## src/design/serial_frame_pkg.sv

```systemverilog
// Constants, configuration and word types shared by the serial frame assembler.
package serial_frame_pkg;

  localparam int CLK_FREQ_HZ_DEF = 10_000_000;
  localparam int RATE_COUNT = 10;
  localparam int BAUD_TABLE [RATE_COUNT] = '{300, 600, 1200, 2400, 4800, 9600, 19200, 38400, 57600, 115200};
  localparam int BAUD_MIN = 300;
  localparam int BAUD_MAX = 115200;
  localparam int CNT_WIDTH = 16;
  localparam int FIFO_DEPTH_DEF = 8;

  localparam logic [3:0] BAUD_SEL_DEF = 4'h6;
  localparam logic [3:0] START_BITS = 4'h1;
  localparam logic [3:0] DATA_BITS_LONG = 4'h8;
  localparam logic [3:0] DATA_BITS_SHORT = 4'h7;
  localparam logic [3:0] STOP_BITS_ONE = 4'h1;
  localparam logic [3:0] STOP_BITS_TWO = 4'h2;
  localparam logic [10:0] IDLE_CHARS_DEF = 11'h005;
  localparam logic [10:0] IDLE_CHARS_MAX = 11'h7D0;
  localparam logic [10:0] MAX_SIZE_DEF = 11'h640;
  localparam logic [10:0] MAX_SIZE_MIN = 11'h001;
  localparam logic [10:0] MAX_SIZE_MAX = 11'h640;
  localparam logic [15:0] UDP_PORT_ONE = 16'h22B1;
  localparam logic [15:0] UDP_PORT_TWO = 16'h22B2;
  localparam int PORT_ONE = 1;
  localparam int PORT_TWO = 2;

  typedef enum logic [1:0] {
    PARITY_NONE = 2'b00,
    PARITY_ODD = 2'b01,
    PARITY_EVEN = 2'b10
  } parity_type;

  typedef struct packed {
    logic [3:0] baud_sel;
    logic seven_bits;
    parity_type parity;
    logic two_stop;
    logic [10:0] idle_chars;
    logic [10:0] max_size;
    logic flow_rts_cts;
    logic protocol_none;
    logic check_code;
    logic bridge_mode;
    logic rs485_sel;
  } port_cfg_type;

  localparam port_cfg_type CFG_DEF = '{
    baud_sel: BAUD_SEL_DEF,
    seven_bits: 1'b0,
    parity: PARITY_NONE,
    two_stop: 1'b0,
    idle_chars: IDLE_CHARS_DEF,
    max_size: MAX_SIZE_DEF,
    flow_rts_cts: 1'b0,
    protocol_none: 1'b1,
    check_code: 1'b0,
    bridge_mode: 1'b0,
    rs485_sel: 1'b0
  };

  typedef struct packed {
    logic [7:0] data;
    logic last;
    logic parity_err;
    logic framing_err;
    logic code_ok;
  } frame_word_type;

  localparam int WORD_WIDTH = $bits(frame_word_type);

  typedef enum logic [2:0] {
    RX_IDLE = 3'b000,
    RX_START = 3'b001,
    RX_DATA = 3'b010,
    RX_PARITY = 3'b011,
    RX_STOP = 3'b100,
    RX_STOP2 = 3'b101
  } rx_state_type;

endpackage

```

## src/design/frame_fifo.sv

```systemverilog
// Small synchronous FIFO with valid and ready on both sides.
`timescale 1ns/1ps
module frame_fifo #(
  parameter int WIDTH = 12,
  parameter int DEPTH = 8
) (
  input wire logic clk_in,
  input wire logic reset_in,
  input wire logic in_valid_in,
  output logic in_ready_out,
  input wire logic [WIDTH-1:0] in_data_in,
  output logic out_valid_out,
  input wire logic out_ready_in,
  output logic [WIDTH-1:0] out_data_out
);

  localparam int AW = (DEPTH > 1) ? $clog2(DEPTH) : 1;

  generate
    if (DEPTH < 2 || (DEPTH & (DEPTH - 1)) != 0 || WIDTH < 1) begin : bad_params
      $error("FIFO depth must be a power of two of at least 2.");
    end
  endgenerate

  logic [WIDTH-1:0] mem_ff [DEPTH];
  logic [AW-1:0] wr_ptr_ff, nxt_wr_ptr;
  logic [AW-1:0] rd_ptr_ff, nxt_rd_ptr;
  logic [AW:0] count_ff, nxt_count;
  logic do_write, do_read;

  always_comb begin
    in_ready_out = (count_ff != (AW+1)'(DEPTH));
    out_valid_out = (count_ff != '0);
    out_data_out = mem_ff[rd_ptr_ff];
    do_write = in_valid_in && in_ready_out;
    do_read = out_valid_out && out_ready_in;
    nxt_wr_ptr = do_write ? AW'(wr_ptr_ff + 1'b1) : wr_ptr_ff;
    nxt_rd_ptr = do_read ? AW'(rd_ptr_ff + 1'b1) : rd_ptr_ff;
    nxt_count = count_ff;
    if (do_write && !do_read) begin
      nxt_count = (AW+1)'(count_ff + 1'b1);
    end else if (do_read && !do_write) begin
      nxt_count = (AW+1)'(count_ff - 1'b1);
    end
  end

  always_ff @(posedge clk_in) begin
    if (reset_in) begin
      wr_ptr_ff <= '0;
      rd_ptr_ff <= '0;
      count_ff <= '0;
    end else begin
      wr_ptr_ff <= nxt_wr_ptr;
      rd_ptr_ff <= nxt_rd_ptr;
      count_ff <= nxt_count;
    end
  end

  always_ff @(posedge clk_in) begin
    if (do_write) begin
      mem_ff[wr_ptr_ff] <= in_data_in;
    end
  end

endmodule

```

## src/design/serial_port_frame_assembler.sv

```systemverilog
// Serial receiver that groups characters into frames for the network side.
`timescale 1ns/1ps
module serial_port_frame_assembler
  import serial_frame_pkg::*;
#(
  parameter int CLK_FREQ_HZ = CLK_FREQ_HZ_DEF,
  parameter int PORT_NUMBER = PORT_ONE,
  parameter int FIFO_DEPTH = FIFO_DEPTH_DEF
) (
  input wire logic clk_in,
  input wire logic reset_in,
  input wire port_cfg_type cfg_in,
  input wire logic cfg_load_in,
  output port_cfg_type cfg_out,
  input wire logic rxd_in,
  input wire logic rts_in,
  output logic cts_out,
  output logic rts_active_out,
  output logic rs485_mode_out,
  output logic frame_valid_out,
  input wire logic frame_ready_in,
  output frame_word_type frame_word_out,
  output logic [15:0] dest_port_out,
  output logic broadcast_out,
  output logic overrun_out,
  input wire logic net_valid_in,
  output logic net_ready_out
);

  generate
    if (CLK_FREQ_HZ / BAUD_MAX < 4 || CLK_FREQ_HZ / BAUD_MIN >= (1 << CNT_WIDTH)) begin : bad_clock
      $error("Clock rate cannot serve the bit rate range.");
    end
    if (PORT_NUMBER != PORT_ONE && PORT_NUMBER != PORT_TWO) begin : bad_port
      $error("Port number must be one or two.");
    end
  endgenerate

  function automatic logic [CNT_WIDTH-1:0] bit_len_of(input logic [3:0] sel);
    logic [CNT_WIDTH-1:0] len;
    len = CNT_WIDTH'(CLK_FREQ_HZ / BAUD_TABLE[BAUD_SEL_DEF]);
    for (int i = 0; i < RATE_COUNT; i++) begin
      if (sel == 4'(i)) begin
        len = CNT_WIDTH'(CLK_FREQ_HZ / BAUD_TABLE[i]);
      end
    end
    return len;
  endfunction

  ////////////////////////////////////////////////////////////////////////////
  // Configuration loaded with defaults at reset and replaced on cfg_load_in.

  port_cfg_type cfg_ff, nxt_cfg;

  always_comb begin
    nxt_cfg = cfg_ff;
    if (cfg_load_in) begin
      nxt_cfg = cfg_in;
      if (cfg_in.baud_sel >= 4'(RATE_COUNT)) begin
        nxt_cfg.baud_sel = BAUD_SEL_DEF;
      end
      if (cfg_in.parity != PARITY_ODD && cfg_in.parity != PARITY_EVEN) begin
        nxt_cfg.parity = PARITY_NONE;
      end
      if (cfg_in.idle_chars > IDLE_CHARS_MAX) begin
        nxt_cfg.idle_chars = IDLE_CHARS_MAX;
      end
      if (cfg_in.max_size < MAX_SIZE_MIN) begin
        nxt_cfg.max_size = MAX_SIZE_MIN;
      end else if (cfg_in.max_size > MAX_SIZE_MAX) begin
        nxt_cfg.max_size = MAX_SIZE_MAX;
      end
    end
  end

  always_ff @(posedge clk_in) begin
    if (reset_in) begin
      cfg_ff <= CFG_DEF;
    end else begin
      cfg_ff <= nxt_cfg;
    end
  end

  logic [CNT_WIDTH-1:0] bit_len;
  logic [3:0] data_bits;
  logic [3:0] char_bits;
  logic parity_en;
  logic [15:0] gap_limit;

  always_comb begin
    bit_len = bit_len_of(cfg_ff.baud_sel);
    data_bits = cfg_ff.seven_bits ? DATA_BITS_SHORT : DATA_BITS_LONG;
    parity_en = (cfg_ff.parity != PARITY_NONE);
    char_bits = 4'(START_BITS + data_bits + {3'h0, parity_en} + (cfg_ff.two_stop ? STOP_BITS_TWO : STOP_BITS_ONE));
    gap_limit = 16'({5'h00, cfg_ff.idle_chars} * {12'h000, char_bits});
  end

  ////////////////////////////////////////////////////////////////////////////
  // Pin synchronisers with agreement of the second and third stages.

  logic [2:0] rxd_sync_ff, nxt_rxd_sync;
  logic [2:0] rts_sync_ff, nxt_rts_sync;
  logic rx_level_ff, nxt_rx_level;
  logic rts_level_ff, nxt_rts_level;

  always_comb begin
    nxt_rxd_sync = {rxd_sync_ff[1:0], rxd_in};
    nxt_rts_sync = {rts_sync_ff[1:0], rts_in};
    nxt_rx_level = (rxd_sync_ff[1] == rxd_sync_ff[2]) ? rxd_sync_ff[1] : rx_level_ff;
    nxt_rts_level = (rts_sync_ff[1] == rts_sync_ff[2]) ? rts_sync_ff[1] : rts_level_ff;
  end

  always_ff @(posedge clk_in) begin
    if (reset_in) begin
      rxd_sync_ff <= 3'h7;
      rts_sync_ff <= 3'h0;
      rx_level_ff <= 1'b1;
      rts_level_ff <= 1'b0;
    end else begin
      rxd_sync_ff <= nxt_rxd_sync;
      rts_sync_ff <= nxt_rts_sync;
      rx_level_ff <= nxt_rx_level;
      rts_level_ff <= nxt_rts_level;
    end
  end

  ////////////////////////////////////////////////////////////////////////////
  // Character receiver.

  rx_state_type state_ff, nxt_state;
  logic [CNT_WIDTH-1:0] cnt_ff, nxt_cnt;
  logic [3:0] bitn_ff, nxt_bitn;
  logic [7:0] shift_ff, nxt_shift;
  logic ones_ff, nxt_ones;
  logic perr_ff, nxt_perr;
  logic ferr_ff, nxt_ferr;
  logic byte_strobe_ff, nxt_byte_strobe;
  logic [7:0] byte_ff, nxt_byte;
  logic byte_perr_ff, nxt_byte_perr;
  logic byte_ferr_ff, nxt_byte_ferr;
  logic cnt_done;
  logic [CNT_WIDTH-1:0] bit_reload;

  always_comb begin
    nxt_state = state_ff;
    nxt_cnt = cnt_ff;
    nxt_bitn = bitn_ff;
    nxt_shift = shift_ff;
    nxt_ones = ones_ff;
    nxt_perr = perr_ff;
    nxt_ferr = ferr_ff;
    nxt_byte_strobe = 1'b0;
    nxt_byte = byte_ff;
    nxt_byte_perr = byte_perr_ff;
    nxt_byte_ferr = byte_ferr_ff;
    cnt_done = (cnt_ff == '0);
    bit_reload = CNT_WIDTH'(bit_len - 1'b1);
    if (state_ff != RX_IDLE && !cnt_done) begin
      nxt_cnt = CNT_WIDTH'(cnt_ff - 1'b1);
    end
    unique case (state_ff)
      RX_IDLE: begin
        if (!rx_level_ff) begin
          nxt_state = RX_START;
          nxt_cnt = CNT_WIDTH'(bit_len >> 1);
        end
      end
      RX_START: begin
        if (cnt_done) begin
          nxt_cnt = bit_reload;
          nxt_bitn = 4'h0;
          nxt_ones = 1'b0;
          nxt_perr = 1'b0;
          nxt_ferr = 1'b0;
          nxt_state = rx_level_ff ? RX_IDLE : RX_DATA;
        end
      end
      RX_DATA: begin
        if (cnt_done) begin
          nxt_cnt = bit_reload;
          nxt_shift = {rx_level_ff, shift_ff[7:1]};
          nxt_ones = ones_ff ^ rx_level_ff;
          nxt_bitn = 4'(bitn_ff + 1'b1);
          if (bitn_ff == 4'(data_bits - 1'b1)) begin
            nxt_state = parity_en ? RX_PARITY : RX_STOP;
          end
        end
      end
      RX_PARITY: begin
        if (cnt_done) begin
          nxt_cnt = bit_reload;
          nxt_perr = (cfg_ff.parity == PARITY_ODD) ? !(ones_ff ^ rx_level_ff) : (ones_ff ^ rx_level_ff);
          nxt_state = RX_STOP;
        end
      end
      RX_STOP: begin
        if (cnt_done) begin
          nxt_cnt = bit_reload;
          nxt_ferr = !rx_level_ff;
          if (cfg_ff.two_stop) begin
            nxt_state = RX_STOP2;
          end else begin
            nxt_state = RX_IDLE;
            nxt_byte_strobe = 1'b1;
            nxt_byte = cfg_ff.seven_bits ? {1'b0, shift_ff[7:1]} : shift_ff;
            nxt_byte_perr = perr_ff;
            nxt_byte_ferr = !rx_level_ff;
          end
        end
      end
      RX_STOP2: begin
        if (cnt_done) begin
          nxt_state = RX_IDLE;
          nxt_byte_strobe = 1'b1;
          nxt_byte = cfg_ff.seven_bits ? {1'b0, shift_ff[7:1]} : shift_ff;
          nxt_byte_perr = perr_ff;
          nxt_byte_ferr = ferr_ff || !rx_level_ff;
        end
      end
      default: begin
        nxt_state = RX_IDLE;
      end
    endcase
  end

  always_ff @(posedge clk_in) begin
    if (reset_in) begin
      state_ff <= RX_IDLE;
      cnt_ff <= '0;
      bitn_ff <= 4'h0;
      shift_ff <= 8'h00;
      ones_ff <= 1'b0;
      perr_ff <= 1'b0;
      ferr_ff <= 1'b0;
      byte_strobe_ff <= 1'b0;
      byte_ff <= 8'h00;
      byte_perr_ff <= 1'b0;
      byte_ferr_ff <= 1'b0;
    end else begin
      state_ff <= nxt_state;
      cnt_ff <= nxt_cnt;
      bitn_ff <= nxt_bitn;
      shift_ff <= nxt_shift;
      ones_ff <= nxt_ones;
      perr_ff <= nxt_perr;
      ferr_ff <= nxt_ferr;
      byte_strobe_ff <= nxt_byte_strobe;
      byte_ff <= nxt_byte;
      byte_perr_ff <= nxt_byte_perr;
      byte_ferr_ff <= nxt_byte_ferr;
    end
  end

  ////////////////////////////////////////////////////////////////////////////
  // Frame assembly, idle gap timing and size limit.

  logic [CNT_WIDTH-1:0] gap_cyc_ff, nxt_gap_cyc;
  logic [15:0] gap_bits_ff, nxt_gap_bits;
  logic [7:0] staged_ff, nxt_staged;
  logic staged_valid_ff, nxt_staged_valid;
  logic [10:0] count_ff, nxt_count;
  logic frame_perr_ff, nxt_frame_perr;
  logic frame_ferr_ff, nxt_frame_ferr;
  logic [7:0] sum_ff, nxt_sum;
  logic overrun_ff, nxt_overrun;
  logic push;
  frame_word_type push_word;
  logic fifo_in_ready;
  logic idle_close;
  logic size_close;
  logic [WORD_WIDTH-1:0] fifo_out_data;

  always_comb begin
    nxt_gap_cyc = gap_cyc_ff;
    nxt_gap_bits = gap_bits_ff;
    nxt_staged = staged_ff;
    nxt_staged_valid = staged_valid_ff;
    nxt_count = count_ff;
    nxt_frame_perr = frame_perr_ff;
    nxt_frame_ferr = frame_ferr_ff;
    nxt_sum = sum_ff;
    push = 1'b0;
    push_word = '0;
    idle_close = staged_valid_ff && (gap_bits_ff > gap_limit);
    size_close = staged_valid_ff && (count_ff >= cfg_ff.max_size);
    if (byte_strobe_ff) begin
      nxt_gap_cyc = '0;
      nxt_gap_bits = 16'h0000;
    end else if (staged_valid_ff && gap_bits_ff <= gap_limit) begin
      if (gap_cyc_ff == CNT_WIDTH'(bit_len - 1'b1)) begin
        nxt_gap_cyc = '0;
        nxt_gap_bits = 16'(gap_bits_ff + 1'b1);
      end else begin
        nxt_gap_cyc = CNT_WIDTH'(gap_cyc_ff + 1'b1);
      end
    end
    if (cfg_ff.protocol_none) begin
      nxt_staged_valid = 1'b0;
      nxt_count = 11'h000;
      nxt_frame_perr = 1'b0;
      nxt_frame_ferr = 1'b0;
      nxt_sum = 8'h00;
    end else if (size_close || idle_close) begin
      push = 1'b1;
      push_word.data = staged_ff;
      push_word.last = 1'b1;
      push_word.parity_err = frame_perr_ff;
      push_word.framing_err = frame_ferr_ff;
      push_word.code_ok = cfg_ff.check_code ? (sum_ff == staged_ff) : 1'b1;
      nxt_staged_valid = 1'b0;
      nxt_count = 11'h000;
      nxt_frame_perr = 1'b0;
      nxt_frame_ferr = 1'b0;
      nxt_sum = 8'h00;
    end else if (byte_strobe_ff) begin
      if (staged_valid_ff) begin
        push = 1'b1;
        push_word.data = staged_ff;
        push_word.code_ok = 1'b1;
        nxt_sum = 8'(sum_ff + staged_ff);
      end
      nxt_staged = byte_ff;
      nxt_staged_valid = 1'b1;
      nxt_count = 11'(count_ff + 1'b1);
      nxt_frame_perr = frame_perr_ff || (parity_en && byte_perr_ff);
      nxt_frame_ferr = frame_ferr_ff || byte_ferr_ff;
    end
    nxt_overrun = push && !fifo_in_ready;
  end

  always_ff @(posedge clk_in) begin
    if (reset_in) begin
      gap_cyc_ff <= '0;
      gap_bits_ff <= 16'h0000;
      staged_ff <= 8'h00;
      staged_valid_ff <= 1'b0;
      count_ff <= 11'h000;
      frame_perr_ff <= 1'b0;
      frame_ferr_ff <= 1'b0;
      sum_ff <= 8'h00;
      overrun_ff <= 1'b0;
    end else begin
      gap_cyc_ff <= nxt_gap_cyc;
      gap_bits_ff <= nxt_gap_bits;
      staged_ff <= nxt_staged;
      staged_valid_ff <= nxt_staged_valid;
      count_ff <= nxt_count;
      frame_perr_ff <= nxt_frame_perr;
      frame_ferr_ff <= nxt_frame_ferr;
      sum_ff <= nxt_sum;
      overrun_ff <= nxt_overrun;
    end
  end

  frame_fifo #(
    .WIDTH(WORD_WIDTH),
    .DEPTH(FIFO_DEPTH)
  ) rx_buffer (
    .clk_in(clk_in),
    .reset_in(reset_in),
    .in_valid_in(push),
    .in_ready_out(fifo_in_ready),
    .in_data_in(push_word),
    .out_valid_out(frame_valid_out),
    .out_ready_in(frame_ready_in),
    .out_data_out(fifo_out_data)
  );

  ////////////////////////////////////////////////////////////////////////////
  // Port outputs.

  always_comb begin
    frame_word_out = frame_word_type'(fifo_out_data);
    cfg_out = cfg_ff;
    cts_out = !cfg_ff.flow_rts_cts || fifo_in_ready;
    rts_active_out = cfg_ff.flow_rts_cts && rts_level_ff;
    rs485_mode_out = (PORT_NUMBER == PORT_TWO) && cfg_ff.rs485_sel;
    dest_port_out = (PORT_NUMBER == PORT_ONE) ? UDP_PORT_ONE : UDP_PORT_TWO;
    broadcast_out = cfg_ff.bridge_mode;
    overrun_out = overrun_ff;
    net_ready_out = cfg_ff.protocol_none && net_valid_in;
  end

endmodule

```

## config.mk

```make
export PLATFORM = sky130hd
export DESIGN_NAME = serial_port_frame_assembler
export DESIGN_NICKNAME = d
export VERILOG_FILES = /design/src/design/serial_frame_pkg.sv /design/src/design/frame_fifo.sv /design/src/design/serial_port_frame_assembler.sv
export SDC_FILE = /design/constraint.sdc
export NUM_CORES = 1
export LEC_CHECK = 0
export BUFFER_PORTS_ARGS = -buffer_cell sky130_fd_sc_hd__buf_2
export CELL_PAD_IN_SITES_DETAIL_PLACEMENT = 0
export CELL_PAD_IN_SITES_GLOBAL_PLACEMENT = 2
export CORE_AREA = 2 2 205 207
export CTS_CLUSTER_SIZE = 28
export DETAILED_ROUTE_END_ITERATION = 8
export DIE_AREA = 0 0 207 209
export GPL_ROUTABILITY_DRIVEN = 1
export PLACE_DENSITY_LB_ADDON = 0.1
export SETUP_SLACK_MARGIN = 0.1
export SLEW_MARGIN = 10
export SYNTH_ARGS = -nofsm -noshare
export SYNTH_HDL_FRONTEND = slang
export SYNTH_SLANG_ARGS = --single-unit
```

## constraint.sdc

```tcl
create_clock -name clk_in -period 11.5 [get_ports clk_in]
set_clock_uncertainty 0.2 [all_clocks]
set_input_delay 2.3 -clock clk_in [delete_from_list [all_inputs] [get_ports clk_in]]
set_output_delay 2.3 -clock clk_in [all_outputs]
set_load 0.02 [all_outputs]
```

==> summary.txt <==
Final layout
  – Share of cells above drive strength 1: between 10% and 20%
  – Layout area overhead: 13.4%
  – Nets: between 1500 and 2000

Die
  – Die width: 207 um
  – Initial core utilization: around 34%
  – Core area: approximately 41000 um2
  – Floorplan die area: between 40000 and 50000 um2
  – Number of primary I/O pins: approximately 110
  – Number of placement rows: 75
  – Height of the die: roughly 210 um

Route
  – Routed wire per std cell: approximately 17 um
  – DRT Pass-1 Iters: 5
  – Total number of vias: roughly 11000
  – Wire length on met2: roughly 16000 um
  – Met1 Routed Length: 18500 um
  – Total wire length: around 36000 um
  – Uppermost metal layer occupied by signal nets: met4
  – Antenna-violating nets left: 0
  – Number of DRC markers after the initial detailed-route iteration: ~640
  – DR vias/cell: approximately 5
  – Met3 WL: roughly 1500 um
  – Count of unresolved DRC violations after routing: 0

Timing
  – RSZ-0062 raised after global routing: no
  – Worst-case headroom to the max-slew limit: approximately 23%
  – Setup ws final: between 2 and 2.5 ns
  – Shortest clock period the worst path allows after layout: 9.12 ns
  – Actual transition at the worst max-transition pin: between 1 and 1.5 ns
  – Count of final max-slew check failures: 0
  – Setup TNS: 0 ns
  – Final Hold Viols: 0
  – Final cycle utilization of the critical path: around four fifths
  – Fmax: around 110 MHz
  – Number of setup violations in the final report: 0

GRT
  – Global router's overall resource usage: approximately 17%
  – Via count of the first global-routing pass: approximately 11000
  – Largest net degree at the start of global routing: between 60 and 70
  – GR Overflow Total: 0
  – First-pass GRT wire length: slightly below 60000 um
  – Initial antenna violation count: 0

Critical path
  – Worst setup startpoint: cfg_out[30]$_SDFFE_PP0P_
  – Required time at the endpoint of the critical path: between 10 and 15 ns
  – Family with the most delay on the worst path: adder cells
  – Worst-path cell with the longest stage delay: dfxtp_1
  – Critical register-to-register path startpoint: cfg_out[30]$_SDFFE_PP0P_
  – Buf+Inv Stages, Crit Path: 5
  – Category of the critical setup timing path: flip-flop to flip-flop
  – CP endpoint kind: flip-flop
  – Startpoint class of the critical path: flip-flop
  – Dominant cell type by count on the critical path: ha_1
  – Worst-path fanout max: 15
  – CP Data Arrival Time: approximately 9.4 ns
  – Largest incremental delay on the critical path: 0.85 ns

Yosys
  – Yosys warns: 0
  – Synth Register Bits: 260
  – Biggest area consumer among synthesized cells: dfxtp_1
  – Post-synth EDFFs: 96
  – Portion of synthesized cell area occupied by the leading cell type: 23.1%
  – Library cell with the highest instance count after synthesis: nor2_1
  – Distinct cell type count of the synthesized netlist: 88
  – Post-synth ARST share: 0%
  – Flip-flop cell with the highest count after synthesis: dfxtp_1
  – Main area contributors after synthesis: dfxtp_1 (23%), edfxtp_1 (20%), ha_1 (6.1%)
  – Average size of a mapped cell: 9.81 um2
  – Sequential cell area fraction in the yosys report: about 43%
  – Cell area after synthesis: 14200 um2
  – Number of standard cells after synthesis: roughly 1400
  – Top cell types by occurrence after synthesis: nor2_1 (165), dfxtp_1 (164), nand2_1 (120)

CTS
  – CTS root buffer: clkbuf_16
  – # hold bufs at CTS: 0
  – Post-CTS sizing: 0
  – Clock buffer count from CTS: 30
  – Clock transition at path regs: 0.06 ns
  – TritonCTS clock tree: yes
  – H-tree levels: 1
  – Clock Sink Count: 260
  – Post CTS Setup Buffer Count: 0
  – Number of buffers on the longest clock path: 3
  – Clock insertion delay at the later pin of the skew report: a little under 0.6 ns

Power
  – Power density over the cells: between 100 and 150 nW/um2
  – Leak: ~0.0062 uW
  – Maximum resistive drop on vdd: between 0.0001 and 0.00015 V

Run
  – Max-cap violation count: 0

Placement
  – # port buffers: 94
  – Detailed Place HPWL: 25800 um
  – Last weighted congestion value of the routability-driven placer: around 0.76
  – Pre-CTS WS: about 2.3 ns

Min path
  – Hold_sp: rxd_sync_ff[0]$_SDFF_PP1_
  – Classification of the worst-slack hold path: flip-flop to flip-flop

Status
  – Result of the run: complete, no violations
## flip-flops by register name, indices dropped and copies added (netlist names), 3 cells and up, named ones only
name / cells
rx_buffer.mem_ff: 96
cfg_out: 34
cnt_ff: 16
gap_bits_ff: 16
gap_cyc_ff: 16
count_ff: 11
byte_ff: 8
shift_ff: 8
staged_ff: 8
sum_ff: 8
bitn_ff: 4
rx_buffer.count_ff: 4
rts_sync_ff: 3
rx_buffer.rd_ptr_ff: 3
rx_buffer.wr_ptr_ff: 3
rxd_sync_ff: 3
state_ff: 3
## logic make-up (layout without fill, tap and decap cells)
group,after synthesis,after routing,synth area share (%)
simple gates,538,538,18.9
flops,260,260,43.4
compound gates,256,256,11.8
buf+inv,160,241,5.07
fa+ha+maj,89,89,8.89
mux,74,74,7.44
xor+xnor,70,70,4.41
other cells,2,18,0.0528
## metal layers
layer | global-route usage [%] | vias to the layer above
met5 | 0 | -
met4 | 3.65 | 0
met3 | 2.57 | 41
met1 | 24.9 | 5060
met2 | 26.2 | 166
li1 | - | 5337
## placed cells by master, fill, tap and decap left out, types with 8 or more instances in the layout
master | netlist | layout
nand2_1 | 120 | 120
edfxtp_1 | 96 | 96
buf_4 | 21 | 18
a21oi_1 | 92 | 92
and3_1 | 16 | 16
ha_1 | 69 | 69
nor3b_1 | 9 | 8
clkbuf_16 | 0 | 30
or2_2 | 8 | 8
or4_1 | 14 | 14
mux2_2 | 13 | 13
nor2b_1 | 16 | 16
mux4_2 | 24 | 24
xor2_1 | 36 | 36
a21o_1 | 9 | 9
buf_2 | 9 | 93
inv_1 | 74 | 74
nor3_1 | 34 | 32
fa_1 | 20 | 20
o21ai_0 | 43 | 43
or3_1 | 15 | 15
o31ai_1 | 12 | 12
dfxtp_1 | 164 | 164
nand3_1 | 37 | 37
nor2_1 | 165 | 165
conb_1 | 2 | 17
mux2i_1 | 37 | 37
nand4_1 | 22 | 22
and2_1 | 41 | 41
o211ai_1 | 12 | 12
xnor2_1 | 33 | 33
a22oi_1 | 9 | 9
## path summary, 6_finish.rpt
check                                             to  slack, ns  cells past startpoint
setup / recovery  rx_buffer.count_ff[3]$_SDFFE_PP0P_       2.38                     35
hold / removal             rxd_sync_ff[1]$_SDFF_PP1_       0.21                      1
hold reg to reg            rxd_sync_ff[1]$_SDFF_PP1_       0.21                      1
setup reg to reg  rx_buffer.count_ff[3]$_SDFFE_PP0P_       2.38                     35
## per-stage QoR
step           cells  power (uW)  utilization, %  area [um2]  hold slack, ns
2_1_floorplan   1464        1260               -       14300           0.189
3_3_place_gp    2029        1350            36.7       15100           0.198
3_5_place_dp    2029        1350            36.7       15100           0.197
4_1_cts         2084        2300            39.0       16100           0.216
5_1_grt         2084        2380            39.0       16100           0.236
6_report        2085        2260            39.1       16100           0.212
## final cells by class
type,count,area [um2]
Fill cell,4163,25200
Multi-Input combinational cell,1044,7420
Sequential cell,260,6170
Clock buffer,41,832
Tap cell,539,674
Timing Repair Buffer,111,601
Inverter,75,282
Clock inverter,14,148
Antenna cell,1,2.50
## report_power, final
part           internal [uW]  switching [uW]  total (uW)
Combinational            134             204         338
Clock                    551             387         938
Sequential               964            20.8         985
Power figures use the tool's default switching activity.
